--- src/shared/iapg_cfg.svh ---
`ifndef IAPG_CFG_SVH
`define IAPG_CFG_SVH
// ==================================================================
// Main register space addresses
`define IAPG_A_IND_CTL    8'hb0
`define IAPG_A_IND_OFF    8'hb1
`define IAPG_A_IND_DATA   8'hb2
`define IAPG_A_P1_ALIAS   8'hf9
`define IAPG_A_RSVD_FA    8'hfa
`define IAPG_A_RSVD_FB    8'hfb
// ==================================================================
// Indirect control fields
`define IAPG_CTL_AINC     1
`define IAPG_CTL_PG_LO    2
`define IAPG_CTL_PG_HI    5
`define IAPG_CTL_MASK     8'h3e
// ==================================================================
// Indirect page codes
`define IAPG_PG_TP        4'h0
`define IAPG_PG_CH0       4'h1
`define IAPG_PG_CH1       4'h2
`define IAPG_PG_SHARE     4'h5
`define IAPG_PG_ALL       4'h6
`define IAPG_PG_CSI       4'h7
// ==================================================================
// Page 0 offsets and windows, last offsets of the other pages
`define IAPG_O_RSVD0      8'h00
`define IAPG_O_TP_CTL     8'h01
`define IAPG_O_TP_CFG     8'h02
`define IAPG_O_TP_PID     8'h03
`define IAPG_O_LEN_HI     8'h04
`define IAPG_O_LEN_LO     8'h05
`define IAPG_O_TP_END     8'h1f
`define IAPG_O_TIM_LO     8'h40
`define IAPG_O_TIM_HI     8'h48
`define IAPG_O_CH_END     8'h14
`define IAPG_O_SHR_END    8'h04
`define IAPG_O_CSI_END    8'h1d
`define IAPG_TIM_BASE     9'h100
// ==================================================================
// Reset values
`define IAPG_RST_ZERO     8'h00
`define IAPG_RST_CFG      8'h33
`define IAPG_RST_PID      8'h24
`define IAPG_RST_LEN_HI   8'h07
`define IAPG_RST_LEN_LO   8'h80
// ==================================================================
// Field positions and offset step
`define IAPG_TP_ON        0
`define IAPG_FIX_BIT      7
`define IAPG_BARS_HI      5
`define IAPG_BARS_LO      4
`define IAPG_BLK_HI       3
`define IAPG_VC_HI        7
`define IAPG_VC_LO        6
`define IAPG_DT_HI        5
`define IAPG_ALIAS_LO     1
`define IAPG_OFF_STEP     8'h01
`endif

--- src/shared/iapg_pkg.sv ---
package iapg_pkg;
    // Access sequencer states
    typedef enum logic [1:0] {
        IAPG_IDLE,
        IAPG_READ,
        IAPG_WALL
    } iapg_state_e;
    // Whole state of the register bank
    typedef struct packed {
        iapg_state_e st;
        logic [7:0]  ctl;
        logic [7:0]  off;
        logic [6:0]  alias_id;
        logic [7:0]  tp_ctl;
        logic [7:0]  tp_cfg;
        logic [7:0]  tp_pid;
        logic [7:0]  len_hi;
        logic [7:0]  len_lo;
        logic [7:0]  rhold;
        logic        from_mem;
        logic [7:0]  rdata;
        logic        ack;
        logic [7:0]  whold;
        logic [7:0]  woff;
        logic        p1_match;
    } iapg_state_s;
    // Memory index width
    typedef logic [8:0] iapg_idx_t;
endpackage

--- src/design/iapg_mem.sv ---
`timescale 1ns/1ns
// ==================================================================
// Byte memory with registered read data
module iapg_mem #(
    parameter int DEPTH = 288,
    parameter int AW    = 9
) (
    // Clock
    input  wire logic          clk_sys,
    // Write port
    input  wire logic          we,
    input  wire logic [AW-1:0] waddr,
    input  wire logic [7:0]    wdata,
    // Read port
    input  wire logic [AW-1:0] raddr,
    output logic      [7:0]    rdata
);
    // Storage; no reset, contents undefined until written
    logic [7:0] mem [DEPTH];
    // ==============================================================
    // Write and registered read
    always_ff @(posedge clk_sys) begin
        if (we) begin
            mem[waddr] <= wdata;
        end
        rdata <= mem[raddr];
    end
endmodule

--- src/design/iapg_regbank.sv ---
// Summary of operation
// - control, offset, data at 0xB0-0xB2
// - data read returns selected indirect register
// - auto-increment advances offset after data writes
// - auto-increment advances offset after data reads
// - control bits 5:2 select page
// - page 0 maps generator and timing
// - page 6 writes both channels, channel 0 then channel 1
// - alias 7:1 address, zero disables, bit0 zero
// - control bit 0 enables generator, reset 0
// - config bit 7 picks fixed color
// - block size bits 3:0, reset 3
// - bits 7:6 give packet virtual channel
// - bits 5:0 give data type, 0x24
// - line length high byte 0x04, 0x07
// - line length low byte 0x05, 0x80
`timescale 1ns/1ns
`include "iapg_cfg.svh"
module iapg_regbank #(
    parameter int MEM_DEPTH = 288
) (
    // Clock and reset
    input  wire logic        clk_sys,
    input  wire logic        rst_n,
    // Byte register access from the control bus target
    input  wire logic [7:0]  reg_addr,
    input  wire logic        reg_wr,
    input  wire logic        reg_rd,
    input  wire logic [7:0]  reg_wdata,
    output logic      [7:0]  reg_rdata,
    output logic             reg_ack,
    output logic             reg_busy,
    // Target address decode for the second port
    input  wire logic [6:0]  i2c_target_addr,
    output logic             port1_match,
    // Pattern generator configuration
    output logic             testpattern_on,
    output logic             fixed_color_select,
    output logic [1:0]       color_bar_count,
    output logic [3:0]       bars_per_line,
    output logic [3:0]       block_size,
    output logic [1:0]       packet_virtual_channel,
    output logic [5:0]       packet_data_type,
    output logic [15:0]      active_line_bytes
);
    import iapg_pkg::*;

    // Registered state and its next value
    iapg_state_s s_reg;
    iapg_state_s s_next;

    // Memory port signals
    logic            mem_we;
    iapg_idx_t       mem_waddr;
    logic [7:0]      mem_wdata;
    iapg_idx_t       mem_raddr;
    logic [7:0]      mem_rdata;

    // Decode of the current indirect window
    logic [3:0]      page;
    logic [9:0]      map_cur;

    // ==============================================================
    // Helper functions
    // ==============================================================

    // Map a page and offset onto a memory slot; bit 9 marks a hit
    function automatic logic [9:0] map_ind(
        input logic [3:0] pg,
        input logic [7:0] o
    );
        logic       hit;
        iapg_idx_t  idx;
        hit = 1'b0;
        idx = '0;
        unique case (pg)
            `IAPG_PG_TP: begin
                // Upper generator registers and port 0 timing
                if (o > `IAPG_O_LEN_LO && o <= `IAPG_O_TP_END) begin
                    hit = 1'b1;
                    idx = {1'b0, o};
                end else if (o >= `IAPG_O_TIM_LO &&
                             o <= `IAPG_O_TIM_HI) begin
                    hit = 1'b1;
                    idx = `IAPG_TIM_BASE | {5'h00, o[3:0]};
                end
            end
            `IAPG_PG_SHARE: begin
                hit = (o <= `IAPG_O_SHR_END);
                idx = {1'b0, pg[2:0], o[4:0]};
            end
            `IAPG_PG_CSI: begin
                hit = (o <= `IAPG_O_CSI_END);
                idx = {1'b0, pg[2:0], o[4:0]};
            end
            `IAPG_PG_ALL: begin
                // Broadcast page reads back the channel 0 copy
                hit = (o <= `IAPG_O_CH_END);
                idx = {1'b0, 3'(`IAPG_PG_CH0), o[4:0]};
            end
            default: begin
                // Pages 1 to 4 hold per-channel test bytes
                if (pg[3] == 1'b0) begin
                    hit = (o <= `IAPG_O_CH_END);
                    idx = {1'b0, pg[2:0], o[4:0]};
                end
            end
        endcase
        return {hit, idx};
    endfunction

    // Decode the bar count code into a number of bars
    function automatic logic [3:0] bars_of(input logic [1:0] code);
        return 4'(4'h1 << code);
    endfunction

    // Offset after one data access, wrapping at the top
    function automatic logic [7:0] next_off(input logic [7:0] o);
        return 8'(o + `IAPG_OFF_STEP);
    endfunction

    // ==============================================================
    // Window decode
    // ==============================================================

    // Page field of the control register
    assign page = s_reg.ctl[`IAPG_CTL_PG_HI:`IAPG_CTL_PG_LO];
    assign map_cur = map_ind(page, s_reg.off);

    // ==============================================================
    // Indirect memory for the unmodelled register windows
    // ==============================================================
    iapg_mem #(
        .DEPTH (MEM_DEPTH),
        .AW    (9)
    ) u_mem (
        .clk_sys (clk_sys),
        .we      (mem_we),
        .waddr   (mem_waddr),
        .wdata   (mem_wdata),
        .raddr   (mem_raddr),
        .rdata   (mem_rdata)
    );

    // Read address always follows the live window so that the
    // registered read data is ready one cycle after a data read
    assign mem_raddr = map_cur[8:0];

    // ==============================================================
    // Next-state logic
    // ==============================================================
    always_comb begin
        s_next    = s_reg;
        s_next.ack = 1'b0;
        mem_we    = 1'b0;
        mem_waddr = map_cur[8:0];
        mem_wdata = reg_wdata;

        // Alias decoder; a zero alias never matches
        s_next.p1_match = (s_reg.alias_id != 7'h00) &&
                          (s_reg.alias_id == i2c_target_addr);

        unique case (s_reg.st)
            IAPG_IDLE: begin
                if (reg_wr) begin
                    // Write: answer on the next cycle; a broadcast data write to a mapped offset answers one cycle later
                    s_next.ack = 1'b1;
                    unique case (reg_addr)
                        `IAPG_A_IND_CTL: begin
                            // Only page and auto-increment stored
                            s_next.ctl = reg_wdata & `IAPG_CTL_MASK;
                        end
                        `IAPG_A_IND_OFF: begin
                            s_next.off = reg_wdata;
                        end
                        `IAPG_A_IND_DATA: begin
                            if (page == `IAPG_PG_TP) begin
                                // Modelled generator registers
                                unique case (s_reg.off)
                                    `IAPG_O_TP_CTL: begin
                                        s_next.tp_ctl = reg_wdata;
                                    end
                                    `IAPG_O_TP_CFG: begin
                                        s_next.tp_cfg = reg_wdata;
                                    end
                                    `IAPG_O_TP_PID: begin
                                        s_next.tp_pid = reg_wdata;
                                    end
                                    `IAPG_O_LEN_HI: begin
                                        s_next.len_hi = reg_wdata;
                                    end
                                    `IAPG_O_LEN_LO: begin
                                        s_next.len_lo = reg_wdata;
                                    end
                                    default: begin
                                        mem_we = map_cur[9];
                                    end
                                endcase
                            end else if (page == `IAPG_PG_ALL) begin
                                // Broadcast: channel 0 now, then 1
                                mem_we = map_cur[9];
                                if (map_cur[9]) begin
                                    s_next.ack   = 1'b0;
                                    s_next.st    = IAPG_WALL;
                                    s_next.whold = reg_wdata;
                                    s_next.woff  = s_reg.off;
                                end
                            end else begin
                                // Unmapped offsets drop the write
                                mem_we = map_cur[9];
                            end
                            if (s_reg.ctl[`IAPG_CTL_AINC]) begin
                                s_next.off = next_off(s_reg.off);
                            end
                        end
                        `IAPG_A_P1_ALIAS: begin
                            s_next.alias_id =
                                reg_wdata[7:`IAPG_ALIAS_LO];
                        end
                        default: begin
                            // Read-only and unmapped: no effect
                        end
                    endcase
                end else if (reg_rd) begin
                    // Read: capture now, answer two cycles later
                    s_next.st       = IAPG_READ;
                    s_next.from_mem = 1'b0;
                    s_next.rhold    = `IAPG_RST_ZERO;
                    unique case (reg_addr)
                        `IAPG_A_IND_CTL: begin
                            s_next.rhold = s_reg.ctl;
                        end
                        `IAPG_A_IND_OFF: begin
                            s_next.rhold = s_reg.off;
                        end
                        `IAPG_A_IND_DATA: begin
                            if (page == `IAPG_PG_TP) begin
                                unique case (s_reg.off)
                                    `IAPG_O_TP_CTL: begin
                                        s_next.rhold = s_reg.tp_ctl;
                                    end
                                    `IAPG_O_TP_CFG: begin
                                        s_next.rhold = s_reg.tp_cfg;
                                    end
                                    `IAPG_O_TP_PID: begin
                                        s_next.rhold = s_reg.tp_pid;
                                    end
                                    `IAPG_O_LEN_HI: begin
                                        s_next.rhold = s_reg.len_hi;
                                    end
                                    `IAPG_O_LEN_LO: begin
                                        s_next.rhold = s_reg.len_lo;
                                    end
                                    default: begin
                                        s_next.from_mem = map_cur[9];
                                    end
                                endcase
                            end else begin
                                s_next.from_mem = map_cur[9];
                            end
                            if (s_reg.ctl[`IAPG_CTL_AINC]) begin
                                s_next.off = next_off(s_reg.off);
                            end
                        end
                        `IAPG_A_P1_ALIAS: begin
                            // Bit 0 always reads zero
                            s_next.rhold = {s_reg.alias_id, 1'b0};
                        end
                        default: begin
                            // Reserved and unmapped read zero
                        end
                    endcase
                end
            end
            IAPG_READ: begin
                // Memory data has arrived; present it with the ack
                s_next.rdata = s_reg.from_mem ? mem_rdata
                                              : s_reg.rhold;
                s_next.ack   = 1'b1;
                s_next.st    = IAPG_IDLE;
            end
            IAPG_WALL: begin
                // Second copy of a broadcast write, channel 1
                mem_we    = 1'b1;
                mem_waddr = {1'b0, 3'(`IAPG_PG_CH1),
                             s_reg.woff[4:0]};
                mem_wdata = s_reg.whold;
                s_next.ack = 1'b1;
                s_next.st  = IAPG_IDLE;
            end
            default: begin
                // Unused code: recover to idle
                s_next.st = IAPG_IDLE;
            end
        endcase
    end

    // ==============================================================
    // State register
    // ==============================================================
    always_ff @(posedge clk_sys or negedge rst_n) begin
        if (!rst_n) begin
            s_reg.st       <= IAPG_IDLE;
            s_reg.ctl      <= `IAPG_RST_ZERO;
            s_reg.off      <= `IAPG_RST_ZERO;
            s_reg.alias_id <= 7'h00;
            s_reg.tp_ctl   <= `IAPG_RST_ZERO;
            s_reg.tp_cfg   <= `IAPG_RST_CFG;
            s_reg.tp_pid   <= `IAPG_RST_PID;
            s_reg.len_hi   <= `IAPG_RST_LEN_HI;
            s_reg.len_lo   <= `IAPG_RST_LEN_LO;
            s_reg.rhold    <= `IAPG_RST_ZERO;
            s_reg.from_mem <= 1'b0;
            s_reg.rdata    <= `IAPG_RST_ZERO;
            s_reg.ack      <= 1'b0;
            s_reg.whold    <= `IAPG_RST_ZERO;
            s_reg.woff     <= `IAPG_RST_ZERO;
            s_reg.p1_match <= 1'b0;
        end else begin
            s_reg <= s_next;
        end
    end

    // ==============================================================
    // Outputs
    // ==============================================================

    // Bus answer
    assign reg_rdata = s_reg.rdata;
    assign reg_ack   = s_reg.ack;
    // Requests are ignored while a read or broadcast is in flight
    assign reg_busy  = (s_reg.st != IAPG_IDLE);

    // Alias decoder result, one cycle behind the address
    assign port1_match = s_reg.p1_match;

    // Pattern generator configuration fields
    assign testpattern_on     = s_reg.tp_ctl[`IAPG_TP_ON];
    assign fixed_color_select = s_reg.tp_cfg[`IAPG_FIX_BIT];
    assign color_bar_count    =
        s_reg.tp_cfg[`IAPG_BARS_HI:`IAPG_BARS_LO];
    assign bars_per_line      = bars_of(color_bar_count);
    assign block_size         = s_reg.tp_cfg[`IAPG_BLK_HI:0];
    assign packet_virtual_channel =
        s_reg.tp_pid[`IAPG_VC_HI:`IAPG_VC_LO];
    assign packet_data_type   = s_reg.tp_pid[`IAPG_DT_HI:0];
    assign active_line_bytes  = {s_reg.len_hi, s_reg.len_lo};
endmodule

--- config.mk ---
export PLATFORM = sky130hd
export DESIGN_NAME = iapg_regbank
export DESIGN_NICKNAME = d
export VERILOG_FILES = /design/src/shared/iapg_pkg.sv /design/src/design/iapg_mem.sv /design/src/design/iapg_regbank.sv
export VERILOG_INCLUDE_DIRS = /design/src /design/src/shared
export SDC_FILE = /design/constraint.sdc
export NUM_CORES = 2
export LEC_CHECK = 0
export BUFFER_PORTS_ARGS = -buffer_cell sky130_fd_sc_hd__buf_4
export CORE_MARGIN = 3
export CORE_UTILIZATION = 51
export DETAILED_ROUTE_END_ITERATION = 7
export HOLD_SLACK_MARGIN = 0.1
export PLACE_DENSITY_LB_ADDON = 0.2
export SETUP_SLACK_MARGIN = 0.05
export SYNTH_ARGS = -nofsm -noshare
export SYNTH_HDL_FRONTEND = slang
export SYNTH_SLANG_ARGS = --single-unit
--- constraint.sdc ---
create_clock -name clk_sys -period 13.9 [get_ports clk_sys]
set_clock_uncertainty 0.2 [all_clocks]
set_input_delay 2.78 -clock clk_sys [delete_from_list [all_inputs] [get_ports clk_sys]]
set_output_delay 2.78 -clock clk_sys [all_outputs]
set_load 0.01 [all_outputs]
# Word-level counts from Yosys, hierarchy flattened

Memories as Yosys holds them, arrays and structs flattened. A register that Yosys moved wholly into a read port is not among the register bits.
Cells that the tools add are included.

Register bits after elaboration: 97
Bits in latches: 0
RAM bits: 2304
Memory bits (read-only): 0
Input port bits: 27
Output and inout bits: 47
Memories kept: 1

Memories:

| memory    | depth | bits a word | read ports | clocked after memory_dff | write ports | RTL line       | text |
|---|---|---|---|---|---|---|---|
| u_mem.mem | 288   | 8           | 1          | 1                        | 1           | iapg_mem.sv:19 | `logic [7:0] mem [DEPTH];` |

$add $sub $neg: 1
Multipliers: 0
Divide/modulo/power cells: 0
Magnitude comparators: 7
Eq/ne operators: 20
Shifts and indexed selects: 1
Mux-type cells: 39
Bitwise logic cells: 2
Reductions and logical operators: 24

Operators with widths:

| cell                | count |
|---|---|
| $mux 17             | 5 |
| $mux 8              | 8 |
| $pmux 8 s5          | 1 |
| $eq 8x8->1 const B  | 4 |
| $pmux 8 s4          | 1 |
| $reduce_and 5->1    | 6 |
| $mux 9              | 3 |
| $pmux 9 s3          | 1 |
| $le 8x5->1 const B  | 3 |
| $eq 8x2->1 const B  | 2 |
| $eq 8x3->1 const B  | 2 |
| $pmux 8 s2          | 1 |
| $mux 2              | 7 |
| $eq 4x3->1 const B  | 3 |
| $ne 3x3->1 const B  | 4 |
| $mux 1              | 9 |
| $reduce_and 3->1    | 3 |
| $add 8x1->8 const B | 1 |
| $eq 8x1->1 const B  | 1 |
| $ge 8x7->1 const B  | 1 |
| $gt 8x3->1 const B  | 1 |
| $le 8x3->1 const B  | 1 |
| $le 8x7->1 const B  | 1 |
| $reduce_bool 2->1   | 4 |
| 16 further kinds    | 21 |

# Depth between registers and ports, before layout

Depth after elaboration: 12
Gate-level depth with buffers: 21
Mapped depth without buffers: 12

# Modules after synthesis

From an unflattened synthesis, not the netlist that was laid out.

Cell total of the unflattened synthesis: 4795
Area total of the unflattened synthesis: 95444.0 um^2

Modules (own cells, without submodules):

| module       | times used | cells an instance | area an instance (um^2) |
|---|---|---|---|
| iapg_mem     | 1          | 4286              | 90086.4 |
| iapg_regbank | 1          | 509               | 5357.6 |

# Least setup slack after synthesis

No wires, ideal clock.

Path type: input port to flip-flop
Start: in reg_addr[0]
End: mem u_mem.mem[71][0], enable pin
Setup time: 0.370 ns
Arrival time: 5.373 ns
Setup slack: 7.956 ns
Stages on the path: 8
Buffers on the path: 2
Path through: clkbuf_1 nor3_1 nand3_1 or4b_2 nor4b_2 a21oi_1 clkbuf_1 nor2_1

Word-level cells in the longest chain between the ends: 6

RTL lines:

| item                         | RTL line            | text |
|---|---|---|
| from (decl)                  | iapg_regbank.sv:26  | `input wire logic [7:0] reg_addr,` |
| $eq 8x8->1                   | iapg_regbank.sv:168 | `unique case (reg_addr)` |
| $mux 1                       | n/a                 |  |
| $mux 1                       | iapg_regbank.sv:165 | `if (reg_wr) begin` |
| $pmux 1 s2                   | iapg_regbank.sv:163 | `unique case (s_reg.st)` |
| $mux 1                       | iapg_mem.sv:23      | `if (we) begin` |
| $mux 1 (not written as such) | iapg_mem.sv:24      | `mem[waddr] <= wdata;` |
| to (decl)                    | iapg_mem.sv:19      |  |

Every way passes these cells.

# Worst setup path after layout

Start: reg s_reg[82] (netlist name)
End: reg u_mem.rdata[5], read port of u_mem.mem

Word-level cells in the longest chain between the ends: 5
Elaborated cells between the ends (all ways): 10
Classes of those cells: order compare: 4; mux: 4; reduce/logical: 2

RTL lines:

| item                                                      | RTL line            | text |
|---|---|---|
| from (decl)                                               | iapg_regbank.sv:49  | `iapg_state_s s_reg;` |
| from (signal assigned)                                    | iapg_regbank.sv:320 | `s_reg <= s_next;` |
| $ge 8x7->1 (no line) / $le 8x7->1 (equally long branches) | n/a                 |  |
| $logic_and 1x1->1 (no line)                               | n/a                 |  |
| $mux 9                                                    | iapg_regbank.sv:82  | `` end else if (o >= `IAPG_O_TIM_LO && `` |
| $mux 9                                                    | iapg_regbank.sv:79  | `` if (o > `IAPG_O_LEN_LO && o <= `IAPG_O_TP_END) begin `` |
| $pmux 9 s3 *                                              | iapg_regbank.sv:76  | `unique case (pg)` |
| to (decl)                                                 | iapg_mem.sv:16      | `output logic [7:0] rdata` |

Every way passes the cells marked *; elsewhere a longest branch is shown, timed or not.
A chain may end at the register's enable or synchronous reset.

==> impl_metrics.yaml <==
logic_synthesis:
  synth_top_area_cell: "edfxtp_1"
  synth_most_common_cell: "edfxtp_1"
  synth_largest_type_area_fraction: 0.718
  synth-warning-count: 0
  cell_types_with_the_largest_area_share_after_synthesis: "edfxtp_1 72%, o221ai_1 4.0%, nand2_1 2.8%, dfrtp_1 2.4%, mux2i_1 1.6%"
  synth-seq-area-share: 0.747
  postSynth.topFlopCell: "edfxtp_1"
  async_reset_ff_frac: 0.0432
  ys_ff_latch: 2174
  synth.top_cells.by_count: "2072 x edfxtp_1, 652 x nand2_1, 399 x o221ai_1, 305 x nor2_1, 250 x a21oi_1"
  synth_cell_type_count: 88
  synthesis.area_per_instance_um2: 14.9
  syn_inst: 5830
  syn-cell-area_um2: 86600
  edff_count_synth: 2072
worst_setup_path:
  ff2ff_setup_slack_ns: 6.43
  arrival_ns: 8.00
  total_number_of_cells_along_the_worst_setup_path: 14
  worst_path_class_setup: "reg -> reg"
  endpoint: "u_mem.rdata[5]"
  timing.rr.end: "u_mem.rdata[5]"
  number_of_buffer_and_inverter_instances_along_the_worst_setup_path: 3
  critical_path_launch_point: "s_reg[82]"
  cp_slowest_cell: "a211oi_1"
  cpPeakStageDelay_ns: 1.05
  timing.critical_path.mode_cell: "a211oi_1"
  cpLargestDelayFamily: "simple AND/OR/NAND/NOR gates"
  crit_path_cell_trace: "inv_4 > ha_1 > nor3b_1 > o21a_1 > o31ai_4 > buf_12 > buf_4 > nor2_2 > nand3_1 > a31oi_1 > a21oi_1 > a211oi_1 > a211oi_1 > or4b_1"
  worst_reg2reg_startpoint: "s_reg[82]"
  reg2regPathDepth: 14
  timing.critical_path.from_type: "register"
  cp_max_fo: 86
  required_ns: 14.43
  critPathCaptureType: "register"
layout:
  fin_cells: 8780
  nFillCells: 12975
  drive_above_1_share: 0.105
  synthToLayoutAreaGrowth_pct: 13.4
  final_nets: 6410
  postLayoutCoreUtil: 0.585
  max_ffs_per_register: 2072
clock_network:
  ctsRootBufferMaster: "clkbuf_16"
  cts_inserted_buffers: 213
  clkLatencyLatePin_ns: 0.86
  post-cts-setup-buffer-count: 0
  ctsHtreeMaxLevel: 4
  clkSlewWorstSetupHoldPaths_ns: 0.06
  cts.sinks: 2174
  clock_tree.buffer_depth: 3
  post_cts.resized_instances: 0
  cts_hold_buf: 0
  tritoncts: "done"
floorplan:
  core_region_area_um2: 168000
  initial_core_util: 0.516
  pin_count: 74
  placementRows: 150
  die-area_um2: 175000
  die_h_um: 418
  chipWidth_um: 418
pwr:
  pwr_density_cell_nw_per_um2: 143
  ir_worst_vdd_v: 0.000130
  clockPowerShare: 0.401
  power_leakage_nw: 33.1
  power_frac_comb: 0.072
  cellInternalPower_mw: 10.8
  net_switching_power_of_the_design_mw: 3.33
  switching_share: 0.236
  seq_power_share: 0.528
timing:
  fin_worst_hold_slack_ns: 0.307
  report.final.hold_viol_count: 0
  max_freq_mhz: 134
  max_slew.worst_pin.slew_ns: 1.51
  grt_setup_unrepaired: "no"
  worst_case_headroom_to_the_max_slew_limit: -0.0207
  setup_total_negative_slack_ns: 0
  finalSetupViolCount: 0
  final_report_max_slew_violation_count: 3
  timing.final.crit_share: 0.537
  min_period_ns: 7.47
flow_run:
  max_cap_violations: 1
route:
  drt-pass1-iter-count: 8
  route.detailed.drc: 0
  routed_wire_length_per_instance_um: 31.8
  avg_vias_per_cell: 6.63
  postRouteWirelength_um: 279000
  route.vias.total: 58217
  detailedRoute.firstIterationViolations: 9342
  detail-route-antenna-nets: 0
global_route:
  first_global_vias: 54319
  grt_max_degree: 189
  grt_first_pass_wirelength_um: 394000
  gr-usage-all-layers: 0.314
  grt_antenna_before_repair: 21
  grt.overflow.total: 0
placement:
  portBuffers: 73
  place.gp.congestion: 0.940
  dp_cells: 8362
  detailed_placement_wirelength_estimate_um: 159000
run_status:
  status: "complete, but fails checks"
  violations: "max-capacitance violations, max-slew violations"
hold_path:
  holdCritPathClass: "reg -> reg"
[cell families after synthesis]
kind of cell,share of synthesized area
AO/OA/AOI/OAI,0.123
XOR/XNOR,0.000606
multiplexers,0.0301
other,0.0000433
flip-flops,0.747
buffers and inverters,0.0271
adder cells (fa/ha/maj),0.00130
AND/OR/NAND/NOR,0.0707
[routing by layer]
metal,up-vias,track usage,part of all wire
met1,29175,0.421,0.37
met5,-,0,0.00038
met3,902,0.101,0.14
li1,23776,-,-
met4,14,0.156,0.059
met2,4350,0.463,0.44
[power by group through the flow]
stage	registers, mW	logic [mW]	clock network [mW]
6_report	7.44	1.01	5.65
5_1_grt	7.45	1.05	5.94
4_1_cts	7.44	0.978	5.68
3_5_place_dp	7.57	0.976	0
3_3_place_gp	7.57	0.966	0
2_1_floorplan	7.54	0.569	0
[cell type report]
type                            count  area, µm²  area share
Antenna cell                       22       55.1    0.000560
Clock buffer                      256       5620      0.0571
Timing Repair Buffer              202       1660      0.0169
Sequential cell                  2174      64800       0.659
Clock inverter                    139       1150      0.0117
Inverter                           17       67.6    0.000687
Tap cell                         2204       2760      0.0281
Multi-Input combinational cell   3766      22200       0.226
[worst reg2reg max path, delay by kind of cell (launching register included)]
family                   cells  cell delay [ns]
AND/OR/NAND/NOR              4             2.27
AO/OA/AOI/OAI                6             2.20
buffers and inverters        3             1.44
flip-flops                   1             0.83
adder cells (fa/ha/maj)      1             0.43
[per-stage QoR]
step / setup WS (ns) / area, µm² / power [mW]
6_report: 6.43 / 98300 / 14.1
5_1_grt: 6.42 / 98200 / 14.4
4_1_cts: 6.81 / 98200 / 14.1
3_5_place_dp: 6.48 / 91500 / 8.55
3_3_place_gp: 6.47 / 91500 / 8.53
2_1_floorplan: 7.96 / 89000 / 8.11
[worst min path at each step]
stage / depth (start not counted) / to / slack, ns / from
after floorplan: 1 / s_reg[27] / 0.27 / s_reg[27]
after global placement: 1 / s_reg[74] / 0.29 / s_reg[74]
after detailed placement: 1 / s_reg[74] / 0.29 / s_reg[74]
after CTS: 1 / s_reg[74] / 0.31 / s_reg[74]
after global routing: 1 / s_reg[74] / 0.32 / s_reg[74]
final: 1 / s_reg[32] / 0.31 / s_reg[32]
[layout by cell type, fill, tap and decap left out, drive strengths merged, types with 31 or more instances in the layout]
cell type	count
conb	624
nand2	652
a21oi	252
clkbuf	257
nor3	67
dfrtp	84
o21ai	182
a221oi	77
nor2	305
nand3	247
edfxtp	2072
o22ai	151
buf	201
a31oi	75
a311oi	38
o211ai	32
mux2	96
o221ai	399
a211oi	46
mux2i	139
clkinv	111
nand4	31
No activity file was read; power rests on OpenSTA's default activity.
